==> src/verilog/aic_pkg.sv <==
package aic_pkg;
	// ----------------------------------------------------------------
	// Timing
	// ----------------------------------------------------------------
	localparam int CLK_PERIOD_NS      = 10;
	localparam int GEN_PERIOD_NS      = 1_000_000;
	localparam int SPD_PERIOD_NS      = 125_000;
	localparam int TRQ_FAST_PERIOD_NS = 62_500;
	localparam int GEN_CYCLES         = GEN_PERIOD_NS / CLK_PERIOD_NS;
	localparam int SPD_CYCLES         = SPD_PERIOD_NS / CLK_PERIOD_NS;
	localparam int TRQ_FAST_CYCLES    = TRQ_FAST_PERIOD_NS / CLK_PERIOD_NS;
	localparam int FILT_FRAC          = 6;

	// ----------------------------------------------------------------
	// Register map and fields
	// ----------------------------------------------------------------
	localparam logic [7:0] REG_CFG_FIRST  = 8'h00;
	localparam logic [7:0] REG_CFG_SECOND = 8'h04;
	localparam logic [7:0] REG_TORQUE_FB  = 8'h08;
	localparam logic [7:0] REG_SEQ_CTRL   = 8'h0c;
	localparam logic [7:0] REG_DIN_SEL    = 8'h10;
	localparam logic [7:0] REG_SEQ_VARS   = 8'h14;
	localparam logic [7:0] REG_STATUS     = 8'h18;
	localparam logic [7:0] REG_REFS       = 8'h1c;
	localparam int CFG_FUNC_LSB   = 0;
	localparam int CFG_DZ_LSB     = 8;
	localparam int CFG_FILT_LSB   = 16;
	localparam int FB_PCT_LSB     = 0;
	localparam int FB_EN_BIT      = 8;
	localparam int CTRL_SF_EN_BIT = 0;
	localparam int CTRL_SW16_BIT  = 1;

	// ----------------------------------------------------------------
	// Function codes and limits
	// ----------------------------------------------------------------
	localparam logic [5:0] FN_OFF         = 6'h00;
	localparam logic [5:0] FN_DIG_FIRST   = 6'h01;
	localparam logic [5:0] FN_DIG_LAST    = 6'h1d;
	localparam logic [5:0] FN_GENERAL     = 6'h2d;
	localparam logic [5:0] FN_SPEED       = 6'h2e;
	localparam logic [5:0] FN_UNUSED47    = 6'h2f;
	localparam logic [5:0] FN_TSCALE      = 6'h30;
	localparam logic [5:0] FN_SEQ1        = 6'h31;
	localparam logic [5:0] FN_SEQ2        = 6'h32;
	localparam logic [5:0] FN_FAST_TORQUE = 6'h33;
	localparam logic [6:0] DZ_MAX         = 7'h5a;
	localparam logic [2:0] FILT_MAX       = 3'h6;
	localparam logic [6:0] PCT_FULL       = 7'h64;
	localparam logic [7:0] OVR_NEUTRAL    = 8'h64;
	localparam logic [7:0] OVR_GAIN       = 8'h97;
	localparam logic [6:0] TRQ_GAIN       = 7'h65;
	localparam logic [5:0] DZ_GAIN        = 6'h29;
	localparam int         DZ_SHIFT_FIRST  = 1;
	localparam int         DZ_SHIFT_SECOND = 2;
	localparam logic signed [11:0] DIG_THR_FIRST  = 12'sh400;
	localparam logic signed [11:0] DIG_THR_SECOND = 12'sh200;

	// ----------------------------------------------------------------
	// Types and reset values
	// ----------------------------------------------------------------
	typedef struct packed {
		logic [2:0] filt;
		logic [6:0] dz;
		logic [5:0] func;
	} aic_cfg_t;
	typedef logic [4:0][5:0] aic_din_sel_t;

	localparam aic_cfg_t     CFG_FIRST_RST  = {3'h0, 7'h00, FN_GENERAL};
	localparam aic_cfg_t     CFG_SECOND_RST = {3'h0, 7'h00, FN_OFF};
	localparam aic_din_sel_t DIN_SEL_RST    = {6'h00, 6'h00, 6'h00, 6'h00, 6'h01};
endpackage

==> src/verilog/aic_tick.sv <==
module aic_tick #(
	parameter int unsigned DIV = 1000
) (
	input  wire logic clk_i,
	input  wire logic rst_i,
	output logic      tick_o
);
	typedef struct packed {
		logic [16:0] cnt;
		logic        tick;
	} aic_tick_state_t;

	localparam logic [16:0] LAST = 17'(DIV - 1);

	aic_tick_state_t st;
	aic_tick_state_t next_st;

	always_comb begin
		next_st      = st;
		next_st.tick = (st.cnt == LAST);
		next_st.cnt  = next_st.tick ? 17'h00000 : 17'(st.cnt + 17'h00001);
	end

	always_ff @(posedge clk_i) begin
		if (rst_i) begin
			st <= '0;
		end else begin
			st <= next_st;
		end
	end

	assign tick_o = st.tick;
endmodule // aic_tick

==> src/verilog/aic_chan.sv <==
module aic_chan (
	input  wire logic               clk_i,
	input  wire logic               rst_i,
	input  wire logic               tick_i,
	input  wire logic               bypass_i,
	input  wire logic [2:0]         filt_i,
	input  wire logic [11:0]        thr_i,
	input  wire logic signed [11:0] smp_i,
	output logic signed [11:0]      y_o
);
	typedef struct packed {
		logic signed [17:0] acc;
		logic signed [11:0] y;
	} aic_chan_state_t;

	aic_chan_state_t    st;
	aic_chan_state_t    next_st;
	logic [12:0]        mag;
	logic signed [11:0] dz_val;
	logic signed [18:0] diff;

	always_comb begin
		next_st = st;
		mag     = smp_i[11] ? 13'(-{smp_i[11], smp_i}) : {1'b0, smp_i};
		// Dead band around zero
		dz_val  = (mag < {1'b0, thr_i}) ? 12'sh000 : smp_i;
		diff    = 19'($signed({dz_val, 6'h00})) - 19'(st.acc);
		if (bypass_i) begin
			next_st.acc = $signed({smp_i, 6'h00});
			next_st.y   = smp_i;
		end else if (tick_i) begin
			// Shift by the setting gives tau of 2^k steps
			if (filt_i == 3'h0) begin
				next_st.acc = $signed({dz_val, 6'h00});
			end else begin
				next_st.acc = 18'(19'(st.acc) + (diff >>> filt_i));
			end
			next_st.y = next_st.acc[17:aic_pkg::FILT_FRAC];
		end
	end

	always_ff @(posedge clk_i) begin
		if (rst_i) begin
			st <= '0;
		end else begin
			st <= next_st;
		end
	end

	assign y_o = st.y;
endmodule // aic_chan

==> src/verilog/aic_top.sv <==
// How it works
// - Filter time constant from 3-bit code: 0,2,4,...,64 ms, doubling.
// - Codes 45..51 accepted per input: first all but 48, second only 45, 48, 50; first input starts at 45.
// - General reference use samples each input once per millisecond.
// - First input bipolar 12 bits, second unipolar 10 bits.
// - Code 46 feeds first input, after dead zone and filter stepped each millisecond, out as speed, resampled at 8 kHz.
// - Code 48 scales torque limit 0..100 percent from second input.
// - Torque limit stays in force during emergency and quick stop.
// - Fieldbus may write the torque percentage; that value then wins.
// - Override maps second input onto 0..150 percent, 8-bit result.
// - Sequence variables: first 800..7FF hex, second 0..3FF hex.
// - Override and raw sequence variables work at the same time.
// - Code 51 samples fast torque at 8 or 16 kHz.
// - Fast torque bypasses dead zone and filter.
// - Digital functions may use an analog input as a logic level.
// - Five function selectors, one per standard digital input.
// - Dead zone around zero settable 0..90 percent of full scale.
//
// Design decisions made here: the register addresses and the Wishbone register port.
module aic_top #(
	parameter int unsigned GEN_CYCLES      = aic_pkg::GEN_CYCLES,
	parameter int unsigned SPD_CYCLES      = aic_pkg::SPD_CYCLES,
	parameter int unsigned TRQ_FAST_CYCLES = aic_pkg::TRQ_FAST_CYCLES
) (
	input  wire logic                  clk_i,
	input  wire logic                  rst_i,
	input  wire logic                  wb_cyc_i,
	input  wire logic                  wb_stb_i,
	input  wire logic                  wb_we_i,
	input  wire logic [7:0]            wb_adr_i,
	input  wire logic [3:0]            wb_sel_i,
	input  wire logic [31:0]           wb_dat_i,
	output logic [31:0]                wb_dat_o,
	output logic                       wb_ack_o,
	input  wire logic signed [11:0]    bipolar_analog_in_i,
	input  wire logic [9:0]            unipolar_analog_in_i,
	output logic signed [11:0]         general_ref_first_o,
	output logic [9:0]                 general_ref_second_o,
	output logic signed [11:0]         speed_ref_o,
	output logic [6:0]                 torque_limit_o,
	output logic signed [11:0]         fast_torque_o,
	output logic [11:0]                first_channel_seq_var_o,
	output logic [9:0]                 second_channel_seq_var_o,
	output logic [7:0]                 speed_factor_display_param_o,
	output logic [7:0]                 speed_factor_var_o,
	output logic [7:0]                 override_pct_o,
	output logic [1:0]                 analog_digital_level_o,
	output aic_pkg::aic_din_sel_t      digital_in_function_sel_o
);
	// ----------------------------------------------------------------
	// State
	// ----------------------------------------------------------------
	typedef struct packed {
		aic_pkg::aic_cfg_t     cfg_first;
		aic_pkg::aic_cfg_t     cfg_second;
		logic [6:0]            fb_pct;
		logic                  fb_en;
		logic                  sf_en;
		logic                  sw16;
		aic_pkg::aic_din_sel_t din_sel;
		logic                  ack;
		logic [31:0]           dat;
		logic signed [11:0]    ref_first;
		logic [9:0]            ref_second;
		logic signed [11:0]    speed_ref;
		logic [6:0]            torque_limit;
		logic signed [11:0]    fast_torque;
		logic [11:0]           seq1;
		logic [9:0]            seq2;
		logic [7:0]            sf_disp;
		logic [7:0]            override_pct;
		logic [1:0]            dig;
	} aic_top_state_t;

	aic_top_state_t     st;
	aic_top_state_t     next_st;
	logic               t_gen;
	logic               t_spd;
	logic               t_trq16;
	logic               t_fast;
	logic signed [11:0] y0;
	logic signed [11:0] y1;
	logic [9:0]         y1u;
	logic [5:0]         f0;
	logic [5:0]         f1;
	logic [6:0]         trq_scaled;
	logic [7:0]         ovr_scaled;
	logic [16:0]        trq_prod;
	logic [17:0]        ovr_prod;
	logic [31:0]        wr_word;
	logic               req;

	// ----------------------------------------------------------------
	// Decoding helpers
	// ----------------------------------------------------------------
	function automatic logic allowed(input logic second, input logic [5:0] code);
		logic ok;
		ok = 1'b0;
		if (code == aic_pkg::FN_OFF) begin
			ok = 1'b1;
		end else if (code >= aic_pkg::FN_DIG_FIRST && code <= aic_pkg::FN_DIG_LAST) begin
			ok = 1'b1;
		end else if (code == aic_pkg::FN_GENERAL || code == aic_pkg::FN_SEQ2) begin
			ok = 1'b1;
		end else if (code == aic_pkg::FN_TSCALE) begin
			ok = second;
		end else if (code == aic_pkg::FN_SPEED || code == aic_pkg::FN_UNUSED47
				|| code == aic_pkg::FN_SEQ1 || code == aic_pkg::FN_FAST_TORQUE) begin
			ok = !second;
		end
		return ok;
	endfunction

	function automatic logic is_digital(input logic [5:0] code);
		return code >= aic_pkg::FN_DIG_FIRST && code <= aic_pkg::FN_DIG_LAST;
	endfunction

	function automatic logic [31:0] merge(input logic [31:0] old, input logic [31:0] nw,
			input logic [3:0] sel);
		logic [31:0] m;
		m = {{8{sel[3]}}, {8{sel[2]}}, {8{sel[1]}}, {8{sel[0]}}};
		return (old & ~m) | (nw & m);
	endfunction

	function automatic logic [31:0] cfg_pack(input aic_pkg::aic_cfg_t c);
		logic [31:0] w;
		w = 32'h00000000;
		w[aic_pkg::CFG_FUNC_LSB +: 6] = c.func;
		w[aic_pkg::CFG_DZ_LSB +: 7]   = c.dz;
		w[aic_pkg::CFG_FILT_LSB +: 3] = c.filt;
		return w;
	endfunction

	function automatic aic_pkg::aic_cfg_t cfg_unpack(input logic [31:0] w);
		aic_pkg::aic_cfg_t c;
		c.func = w[aic_pkg::CFG_FUNC_LSB +: 6];
		// Out-of-range settings clamp rather than wrap
		c.dz   = (w[aic_pkg::CFG_DZ_LSB +: 7] > aic_pkg::DZ_MAX) ? aic_pkg::DZ_MAX
			: w[aic_pkg::CFG_DZ_LSB +: 7];
		c.filt = (w[aic_pkg::CFG_FILT_LSB +: 3] > aic_pkg::FILT_MAX) ? aic_pkg::FILT_MAX
			: w[aic_pkg::CFG_FILT_LSB +: 3];
		return c;
	endfunction

	function automatic logic [11:0] dz_thr(input logic [6:0] dz, input int sh);
		logic [11:0] p;
		p = 12'(12'(dz) * 12'(aic_pkg::DZ_GAIN));
		return p >> sh;
	endfunction

	// ----------------------------------------------------------------
	// Sample rates and channels
	// ----------------------------------------------------------------
	aic_tick #(.DIV(GEN_CYCLES)) u_tick_gen (
		.clk_i  (clk_i),
		.rst_i  (rst_i),
		.tick_o (t_gen)
	);
	aic_tick #(.DIV(SPD_CYCLES)) u_tick_spd (
		.clk_i  (clk_i),
		.rst_i  (rst_i),
		.tick_o (t_spd)
	);
	aic_tick #(.DIV(TRQ_FAST_CYCLES)) u_tick_trq (
		.clk_i  (clk_i),
		.rst_i  (rst_i),
		.tick_o (t_trq16)
	);

	assign t_fast = st.sw16 ? t_trq16 : t_spd;

	assign f0 = allowed(1'b0, st.cfg_first.func) ? st.cfg_first.func : aic_pkg::FN_OFF;
	assign f1 = allowed(1'b1, st.cfg_second.func) ? st.cfg_second.func : aic_pkg::FN_OFF;

	aic_chan u_chan_first (
		.clk_i    (clk_i),
		.rst_i    (rst_i),
		.tick_i   (t_gen),
		.bypass_i (f0 == aic_pkg::FN_FAST_TORQUE),
		.filt_i   (st.cfg_first.filt),
		.thr_i    (dz_thr(st.cfg_first.dz, aic_pkg::DZ_SHIFT_FIRST)),
		.smp_i    (bipolar_analog_in_i),
		.y_o      (y0)
	);
	aic_chan u_chan_second (
		.clk_i    (clk_i),
		.rst_i    (rst_i),
		.tick_i   (t_gen),
		.bypass_i (1'b0),
		.filt_i   (st.cfg_second.filt),
		.thr_i    (dz_thr(st.cfg_second.dz, aic_pkg::DZ_SHIFT_SECOND)),
		.smp_i    ({2'b00, unipolar_analog_in_i}),
		.y_o      (y1)
	);

	assign y1u        = y1[9:0];
	assign trq_prod   = 17'(y1u) * 17'(aic_pkg::TRQ_GAIN);
	assign ovr_prod   = 18'(y1u) * 18'(aic_pkg::OVR_GAIN);
	assign trq_scaled = trq_prod[16:10];
	// Full scale lands on 150 percent
	assign ovr_scaled = ovr_prod[17:10];
	assign req        = wb_cyc_i && wb_stb_i && !st.ack;

	// ----------------------------------------------------------------
	// Next state
	// ----------------------------------------------------------------
	always_comb begin
		next_st     = st;
		next_st.ack = req;
		wr_word     = 32'h00000000;
		if (req && wb_we_i) begin
			unique case ({wb_adr_i[7:2], 2'b00})
				aic_pkg::REG_CFG_FIRST: begin
					wr_word = merge(cfg_pack(st.cfg_first), wb_dat_i, wb_sel_i);
					next_st.cfg_first = cfg_unpack(wr_word);
				end
				aic_pkg::REG_CFG_SECOND: begin
					wr_word = merge(cfg_pack(st.cfg_second), wb_dat_i, wb_sel_i);
					next_st.cfg_second = cfg_unpack(wr_word);
				end
				aic_pkg::REG_TORQUE_FB: begin
					wr_word = merge({23'h000000, st.fb_en, 1'b0, st.fb_pct}, wb_dat_i, wb_sel_i);
					next_st.fb_pct = wr_word[aic_pkg::FB_PCT_LSB +: 7];
					next_st.fb_en  = wr_word[aic_pkg::FB_EN_BIT];
				end
				aic_pkg::REG_SEQ_CTRL: begin
					wr_word = merge({30'h00000000, st.sw16, st.sf_en}, wb_dat_i, wb_sel_i);
					next_st.sf_en = wr_word[aic_pkg::CTRL_SF_EN_BIT];
					next_st.sw16  = wr_word[aic_pkg::CTRL_SW16_BIT];
				end
				aic_pkg::REG_DIN_SEL: begin
					wr_word = merge({2'b00, st.din_sel}, wb_dat_i, wb_sel_i);
					next_st.din_sel = wr_word[29:0];
				end
				default: begin
					wr_word = 32'h00000000;
				end
			endcase
		end
		if (req && !wb_we_i) begin
			unique case ({wb_adr_i[7:2], 2'b00})
				aic_pkg::REG_CFG_FIRST:  next_st.dat = cfg_pack(st.cfg_first);
				aic_pkg::REG_CFG_SECOND: next_st.dat = cfg_pack(st.cfg_second);
				aic_pkg::REG_TORQUE_FB:  next_st.dat = {23'h000000, st.fb_en, 1'b0, st.fb_pct};
				aic_pkg::REG_SEQ_CTRL:   next_st.dat = {30'h00000000, st.sw16, st.sf_en};
				aic_pkg::REG_DIN_SEL:    next_st.dat = {2'b00, st.din_sel};
				aic_pkg::REG_SEQ_VARS:   next_st.dat = {6'h00, st.seq2, 4'h0, st.seq1};
				aic_pkg::REG_STATUS: begin
					next_st.dat = {st.sf_disp, st.override_pct, 6'h00, st.dig, 1'b0,
						st.torque_limit};
				end
				aic_pkg::REG_REFS: begin
					next_st.dat = {6'h00, st.ref_second, 4'h0, st.ref_first};
				end
				default: next_st.dat = 32'h00000000;
			endcase
		end

		if (f0 != aic_pkg::FN_GENERAL) begin
			next_st.ref_first = 12'sh000;
		end else if (t_gen) begin
			next_st.ref_first = y0;
		end
		if (f1 != aic_pkg::FN_GENERAL) begin
			next_st.ref_second = 10'h000;
		end else if (t_gen) begin
			next_st.ref_second = y1u;
		end

		if (f0 != aic_pkg::FN_SPEED) begin
			next_st.speed_ref = 12'sh000;
		end else if (t_spd) begin
			next_st.speed_ref = y0;
		end

		// No stop input gates the limit
		if (st.fb_en) begin
			next_st.torque_limit = (st.fb_pct > aic_pkg::PCT_FULL) ? aic_pkg::PCT_FULL
				: st.fb_pct;
		end else if (f1 != aic_pkg::FN_TSCALE) begin
			next_st.torque_limit = aic_pkg::PCT_FULL;
		end else if (t_gen) begin
			next_st.torque_limit = trq_scaled;
		end

		if (f0 != aic_pkg::FN_FAST_TORQUE) begin
			next_st.fast_torque = 12'sh000;
		end else if (t_fast) begin
			next_st.fast_torque = y0;
		end

		if (f0 != aic_pkg::FN_SEQ1) begin
			next_st.seq1 = 12'h000;
		end else if (t_gen) begin
			next_st.seq1 = y0;
		end
		// Raw value and override in parallel
		if (f1 != aic_pkg::FN_SEQ2) begin
			next_st.seq2    = 10'h000;
			next_st.sf_disp = 8'h00;
		end else if (t_gen) begin
			next_st.seq2    = y1u;
			next_st.sf_disp = ovr_scaled;
		end
		next_st.override_pct = st.sf_en ? st.sf_disp : aic_pkg::OVR_NEUTRAL;

		// Analog input as a logic level
		next_st.dig[0] = is_digital(f0) && (y0 >= aic_pkg::DIG_THR_FIRST);
		next_st.dig[1] = is_digital(f1) && (y1 >= aic_pkg::DIG_THR_SECOND);
	end

	// ----------------------------------------------------------------
	// Registers
	// ----------------------------------------------------------------
	always_ff @(posedge clk_i) begin
		if (rst_i) begin
			st              <= '0;
			st.cfg_first    <= aic_pkg::CFG_FIRST_RST;
			st.cfg_second   <= aic_pkg::CFG_SECOND_RST;
			st.din_sel      <= aic_pkg::DIN_SEL_RST;
			st.torque_limit <= aic_pkg::PCT_FULL;
			st.override_pct <= aic_pkg::OVR_NEUTRAL;
		end else begin
			st <= next_st;
		end
	end

	assign wb_dat_o                     = st.dat;
	assign wb_ack_o                     = st.ack;
	assign general_ref_first_o          = st.ref_first;
	assign general_ref_second_o         = st.ref_second;
	assign speed_ref_o                  = st.speed_ref;
	assign torque_limit_o               = st.torque_limit;
	assign fast_torque_o                = st.fast_torque;
	assign first_channel_seq_var_o      = st.seq1;
	assign second_channel_seq_var_o     = st.seq2;
	assign speed_factor_display_param_o = st.sf_disp;
	assign speed_factor_var_o           = st.sf_disp;
	assign override_pct_o               = st.override_pct;
	assign analog_digital_level_o       = st.dig;
	assign digital_in_function_sel_o    = st.din_sel;
endmodule // aic_top

==> config.mk <==
export PLATFORM = sky130hd
export DESIGN_NAME = aic_top
export DESIGN_NICKNAME = d
export VERILOG_FILES = /design/src/verilog/aic_pkg.sv /design/src/verilog/aic_tick.sv /design/src/verilog/aic_chan.sv /design/src/verilog/aic_top.sv
export SDC_FILE = /design/constraint.sdc
export NUM_CORES = 1
export LEC_CHECK = 0
export CAP_MARGIN = 20
export CORE_ASPECT_RATIO = 0.8
export CORE_MARGIN = 4
export CORE_UTILIZATION = 65
export DETAILED_ROUTE_END_ITERATION = 10
export DONT_BUFFER_PORTS = 1
export PLACE_DENSITY = 0.81
export SKIP_LAST_GASP = 1
export SYNTH_ARGS = -nofsm -noshare
export SYNTH_HDL_FRONTEND = slang
export SYNTH_SLANG_ARGS = --single-unit
==> constraint.sdc <==
create_clock -name clk_i -period 14.3 [get_ports clk_i]
set_input_delay 2.86 -clock clk_i [delete_from_list [all_inputs] [get_ports clk_i]]
set_output_delay 2.86 -clock clk_i [all_outputs]
set_load 0.01 [all_outputs]
==> flow_summary.ini, run 1 <==
[place]
hpwl_microns = 45260
postPlaceCellArea_sq_um = 20440
place_congestion = 0.9469
dp_cells = 2785
port_buffers = 0

[sta]
max-slew-margin-rel_pct = 28.12
hold_violations = 0
clock_skew_ns = 0.01667
fin_setup_tns_ns = 0
finalSetupViolCount = 0
fmax_mhz = 100.7
final_max_slew_viol_count = 0
fin_crit_ns = 9.927
tightest_slew_ns = 1.077
rsz0062_at_grt = no
fin_crit_sh_pct = 69.42

[logic_synthesis]
synth_cell_types = 83
synth_area_per_cell_sq_um = 8.189
ys_async_sr_fraction_pct = 0
yosys_warnings = 0
synth-seq-area-share_pct = 26.95
synth-main-ff-cell = dfxtp_1
synth_edf_count = 0
syn_nets = 2939
netlist_area_sq_um = 21400
syn_inst = 2613
ys_ff_latch = 288

[setup_path]
endpoint_kind = register
crit_slowest_cell = a211oi_1
timing_worst_setup_path_type = in -> reg
r2r_cells = 32
crit_required_ns = 14.79
critPathMaxStageDelay_ns = 0.66
ff2ff_setup_slack_ns = 5.10
crit_arrival_ns = 10.41
regToRegStartpoint = st[191]
reg2reg_to = u_chan_first.y_o[10]
crit_fanout = 12
crit_path_frequent_cell = ha_1
critPathLaunchType = input port

[clock_network]
hold_buffers = 0
clk_pin_slew_worst_paths_ns = 0.06
cts_max_level = 1
root_buffer = clkbuf_16
cts_resized = 0
cts_tree = yes
worstSkewPairLatency_ns = 0.58
cts.sinks = 288
cts_setup_buffers = 0
clockBufferDepth = 3
cts_buffers = 30

[route]
drc = 0
num_vias = 18286
drt-initial-drc-count = 1928
via_per_inst = 6.434
finalWirelength_microns = 60510
dr.pass1.iters = 6
avgRoutedWirePerCell_microns = 21.29
antenna_left = 0

[final_layout]
drive_above_1_share_pct = 5.302
final_net_count = 2717
nFillCells = 2656
synthToLayoutAreaGrowth_pct = 0.9063
final_cell_area_sq_um = 21590
fin_cells = 2842
postLayoutCoreUtil_pct = 66.47

[global_route]
grt_pass1_vias = 17374
met3_usage_pct = 8.865
busiest_layer = met2
grt.total_usage_pct = 32.40
grt-ovfl-total = 0
grt_max_degree = 138
antenna_found_initial = 2
grt_use_met1_pct = 43.13
grt_use_met2_pct = 51.59
grt_pass1_wl_microns = 94720

[die]
ios = 235
initial_core_util_pct = 65.87
coreArea_sq_um = 32480
fp.dieW_microns = 210.9
die_h_microns = 170.3
dieArea_sq_um = 35900
num_rows = 59

[pwr]
total_power_mw = 1.972
power.density_nw_per_um2 = 91.32
ir_worst_vdd_mv = 0.09313
p_leak_nw = 9.249

[job]
max-cap-violations = 0

[min_path]
hold_end = u_tick_gen.st[1]
hold_class = reg -> reg
worstHoldPathCells = 1
min_from = u_tick_gen.st[1]

[status]
outcome = finished, final reports clean
-- cell type report --
class | count | area [sq um] | share of cell area (%)
Clock buffer | 37 | 838.3 | 3.883
Inverter | 155 | 581.8 | 2.695
Clock inverter | 18 | 309.0 | 1.431
Timing Repair Buffer | 16 | 117.6 | 0.5447
Tap cell | 427 | 534.3 | 2.475
Antenna cell | 1 | 2.502 | 0.01159
Sequential cell | 288 | 5767 | 26.71
Multi-Input combinational cell | 1900 | 13440 | 62.25
-- logic make-up after synthesis --
kind of cell               share of synthesized area [%]
AOI/OAI and AO/OA                                  16.60
xor gates and xnor gates                           5.280
adders and majority gates                          16.07
buffers and inverters                              10.33
DFF                                                26.95
muxes                                              7.608
and+or+nand+nor                                    17.17
-- how the worst max path moves through the flow --
stage               slack (ns)                    from                   end  depth (start not counted)
floorplan                 5.35  bipolar_analog_in_i[1]  u_chan_first.y_o[11]                         31
finish                    4.37  bipolar_analog_in_i[1]  u_chan_first.y_o[10]                         29
global route              3.95  bipolar_analog_in_i[1]  u_chan_first.y_o[10]                         29
detailed placement        4.16  bipolar_analog_in_i[1]  u_chan_first.y_o[10]                         29
global placement          4.14  bipolar_analog_in_i[1]  u_chan_first.y_o[10]                         29
CTS                       4.62  bipolar_analog_in_i[1]  u_chan_first.y_o[10]                         29
-- synth_stat cells, drive strengths merged (4+ instances only) --
| library cell | count | area, sq um |
|---|---|---|
| nand2b | 20 | 125.1 |
| mux2i | 119 | 1204 |
| a31oi | 23 | 143.9 |
| o311ai | 7 | 68.82 |
| mux2 | 32 | 375.4 |
| a22oi | 20 | 150.1 |
| nand2 | 268 | 1006 |
| o31ai | 12 | 90.09 |
| ha | 222 | 2778 |
| buf | 177 | 1279 |
| o21a | 12 | 90.09 |
| nand3b | 6 | 45.04 |
| xnor2 | 81 | 709.4 |
| o21ai | 95 | 479.2 |
| a211oi | 32 | 240.2 |
| o211ai | 11 | 92.58 |
| a22o | 18 | 157.7 |
| or4 | 4 | 37.53 |
| a21o | 27 | 202.7 |
| a221oi | 27 | 236.5 |
| fa | 33 | 660.6 |
| a21oi | 201 | 1017 |
| nor4 | 12 | 81.33 |
| and3 | 23 | 145.1 |
| nor3 | 32 | 160.2 |
| xor2 | 48 | 420.4 |
| nor2 | 257 | 964.7 |
| o22ai | 14 | 87.58 |
| a311oi | 6 | 52.55 |
| dfxtp | 288 | 5766 |
| nor3b | 6 | 45.04 |
| or3 | 17 | 106.4 |
| or2 | 8 | 50.05 |
| and2 | 39 | 244.0 |
| nor2b | 8 | 50.05 |
| clkbuf | 93 | 349.1 |
| nand3 | 78 | 390.4 |
| nand4 | 19 | 118.9 |
| o21bai | 11 | 82.58 |
| inv | 154 | 578.1 |
-- critical path: cells and delay by family --
kind / cells / cell delay [ns]
adders and majority gates: 4 / 1.07
xor gates and xnor gates: 2 / 0.29
and+or+nand+nor: 6 / 1.59
muxes: 2 / 0.37
buffers and inverters: 1 / 0.14
AOI/OAI and AO/OA: 14 / 4.11
-- layout by cell type (no fill, tap or decap), types with 22 or more instances in the layout --
cell	count
a21o_1	27
fa_1	33
inv_1	153
ha_1	222
and2_1	36
clkbuf_16	31
o21ai_0	93
mux2_2	28
nor3_1	31
xnor2_1	81
and3_1	22
nand3_1	78
mux2i_1	118
a221oi_1	27
a211oi_1	32
xor2_1	48
nor2_1	256
a31oi_1	23
nand2_1	268
a21oi_1	200
dfxtp_1	287
-- metrics by stage --
stage,hold WS (ns),worst slack [ns]
floorplan,0.4261,5.352
detailed placement,0.4694,4.156
global placement,0.4438,4.139
global route,0.5111,3.952
finish,0.4816,4.373
CTS,0.4838,4.623
-- report_power, final --
group | internal (mW) | switching, mW | leakage (nW)
Clock | 0.561 | 0.349 | 0.556
Combinational | 0.104 | 0.144 | 6.37
Sequential | 0.807 | 0.00627 | 2.32
-- routing by layer --
layer	share of wire (%)	up-vias	routed length [microns]
met5	0.021	-	13
met4	3.4	2	2044
met3	11	166	6751
met2	44	901	26820
met1	41	8677	24880
li1	-	8540	-
Power figures use the tool's default switching activity.
==> inputs of run 2 (changes only) <==
Settings changed: ABC_AREA set to 1.
Clock period 14.3 ns to 9.5 ns, I/O delays scaled along.
==> run 2 against run 1 <==
Clock skew up 0.017 ns. Largest cell class unchanged. Core utilization up 0.16 points. Sequential share of layout area down 0.24 points. Setup slack worse by 2.6 ns. Cell area up 0.92%. Non-clock buffer count down 7. Critical path depth up 15. Flip-flop and latch count unchanged. Critical endpoint is now u_chan_first.y_o[9]. Sequential power up 49%. First-iteration DRC count down 9.5%.
==> flow_summary.ini, run 2 <==
[status]
outcome = finished, final reports clean

[global_route]
grt-ovfl-total = 0
grt_use_met1_pct = 42.94
grt_max_degree = 75
met3_usage_pct = 9.099
grt_pass1_wl_microns = 98470
grt_pass1_vias = 18770
grt_use_met2_pct = 53.96
antenna_found_initial = 1
busiest_layer = met2
grt.total_usage_pct = 33.47

[die]
die_h_microns = 171.4
initial_core_util_pct = 66.35
fp.dieW_microns = 212.3
ios = 235
num_rows = 59
dieArea_sq_um = 36390
coreArea_sq_um = 32700

[sta]
rsz0062_at_grt = no
max-slew-margin-rel_pct = 32.44
finalSetupViolCount = 0
final_max_slew_viol_count = 0
clock_skew_ns = 0.03334
tightest_slew_ns = 1.010
fmax_mhz = 129.0
hold_violations = 0
fin_setup_tns_ns = 0
fin_crit_sh_pct = 81.63
fin_crit_ns = 7.755

[route]
drt-initial-drc-count = 1744
via_per_inst = 6.005
num_vias = 19955
avgRoutedWirePerCell_microns = 19.08
finalWirelength_microns = 63400
dr.pass1.iters = 8
drc = 0
antenna_left = 0

[job]
max-cap-violations = 0

[pwr]
p_int_mw = 2.049
power.density_nw_per_um2 = 129.4
p_seq_share_pct = 43.1
pwr-share-clk_pct = 43.9
ir_worst_vdd_mv = 0.1442
p_switching_mw = 0.7696
p_sw_share_pct = 27.30
p_leak_nw = 10.15
comb_power_share_pct = 13.0

[clock_network]
clockBufferDepth = 3
worstSkewPairLatency_ns = 0.61
clk_pin_slew_worst_paths_ns = 0.07
hold_buffers = 0
cts_max_level = 1
cts.sinks = 288
cts_buffers = 30
cts_resized = 0
root_buffer = clkbuf_16
cts_tree = yes
cts_setup_buffers = 0

[logic_synthesis]
synth_top_family_by_area = simple AND/OR/NAND/NOR gates
synth_area_per_cell_sq_um = 7.043
netlist_area_sq_um = 21700
synth_fa_ha_area_share_pct = 15.85
synthMuxAreaShare_pct = 0.2768
synth-compound-area-share_pct = 17.48
synth_area_leaders = dfxtp_1 (27%), ha_1 (13%), nand2_1 (10%), inv_1 (6.7%), a21oi_1 (6.7%)
synth-simple-area-share_pct = 22.42
yosysTopAreaCell = dfxtp_1
synth_edf_count = 0
yosysTopAreaCellShare_pct = 26.57
syn_nets = 3407
synth-main-ff-cell = dfxtp_1
synthTopCellsByCount = nand2_1 (595), inv_1 (390), a21oi_1 (292), dfxtp_1 (288), nor2_1 (268)
ys_ff_latch = 288
synth_most_common_cell = nand2_1
syn_inst = 3081
synth-seq-area-share_pct = 26.57
ys_async_sr_fraction_pct = 0
yosys_warnings = 0
synth-xor-area-share_pct = 3.027
synth_cell_types = 64

[setup_path]
crit_slowest_cell = dfxtp_1
critPathLaunchType = register
endpoint_kind = register
crit_fanout = 11
crit_buf_inv = 2
regToRegStartpoint = st[191]
cp-startpoint = st[191]
endpoint = u_chan_first.y_o[9]
ff2ff_setup_slack_ns = 1.75
crit_required_ns = 9.98
r2r_cells = 44
critical_path_depth = 44
reg2reg_to = u_chan_first.y_o[9]
timing_worst_setup_path_type = reg -> reg
crit_family = adder cells
critPathMaxStageDelay_ns = 0.47
crit_arrival_ns = 8.24
crit_path_frequent_cell = nand2_1

[final_layout]
final_net_count = 3201
mostFrequentLayoutCell = nand2_1
synthToLayoutAreaGrowth_pct = 0.4149
num_antenna_cells = 0
fin_cells = 3323
final_cell_mix = nand2_1 (595), inv_1 (389), a21oi_1 (292)
nFillCells = 2838
drive_above_1_share_pct = 5.628
final_cell_area_sq_um = 21790

[min_path]
hold_class = reg -> reg

[place]
postPlaceCellArea_sq_um = 20750
dp_cells = 3270
place_congestion = 0.9734
hpwl_microns = 49520
port_buffers = 0
==> run 2: worst reg2reg max path: cells and delay by family (launching register included) <==
family / cells / cell delay, ns
adders and majority gates: 7 / 2.53
and+or+nand+nor: 21 / 2.15
xor gates and xnor gates: 2 / 0.43
DFF: 1 / 0.47
AOI/OAI and AO/OA: 12 / 1.78
buffers and inverters: 2 / 0.28
==> run 2: cell type report <==
cell class / instances / area, sq um / area share [%]
inverter: 416 / 1562 / 7.166
tap: 427 / 534.3 / 2.452
clock inverter: 14 / 190.2 / 0.8728
multi-input combinational: 2130 / 12820 / 58.86
timing repair buffer: 9 / 67.56 / 0.3101
clock buffer: 39 / 844.6 / 3.876
sequential: 288 / 5767 / 26.47
==> run 2: kinds of logic (layout without fill, tap and decap cells) <==
logic type	after synthesis	in the layout
AOI/OAI and AO/OA	659	659
adders and majority gates	255	255
muxes	6	6
and+or+nand+nor	1135	1135
buffers and inverters	663	478
xor gates and xnor gates	75	75
DFF	288	288
==> run 2: metal layers <==
layer  up-vias  wire, microns  share of wire, %
met5         -              7             0.011
met4         2           2860               4.5
met3       166           7347                12
met2       957          27630                44
met1      9215          25560                40
li1       9615              -                 -
==> run 2: through the flow <==
stage / util (%) / hold WS (ns) / total power [mW] / setup WS [ns]
after floorplan: - / 0.4175 / 1.533 / 2.409
after global placement: 63.47 / 0.4284 / 1.590 / 1.698
after detailed placement: 63.47 / 0.4408 / 1.599 / 1.559
after CTS: 66.63 / 0.4496 / 2.824 / 1.869
after global routing: 66.63 / 0.4806 / 2.925 / 1.293
final: 66.63 / 0.4480 / 2.819 / 1.745
==> run 2: power by group through the flow <==
stage               sequential [mW]  clock, mW  combinational, mW
global route                   1.21       1.30              0.412
finish                         1.21       1.24              0.366
floorplan                      1.24          0              0.292
CTS                            1.21       1.25              0.360
global placement               1.24          0              0.348
detailed placement             1.24          0              0.357
==> run 2: worst min-delay path by stage <==
stage                           startpoint                to  slack (ns)  cells after the start
after detailed placement  u_tick_spd.st[1]  u_tick_spd.st[1]        0.44                      1
after CTS                 u_tick_spd.st[1]  u_tick_spd.st[1]        0.45                      1
after global routing      u_tick_spd.st[1]  u_tick_spd.st[1]        0.48                      1
after floorplan           u_tick_spd.st[1]  u_tick_spd.st[1]        0.42                      1
final                     u_tick_spd.st[1]  u_tick_spd.st[1]        0.45                      1
after global placement    u_tick_spd.st[1]  u_tick_spd.st[1]        0.43                      1
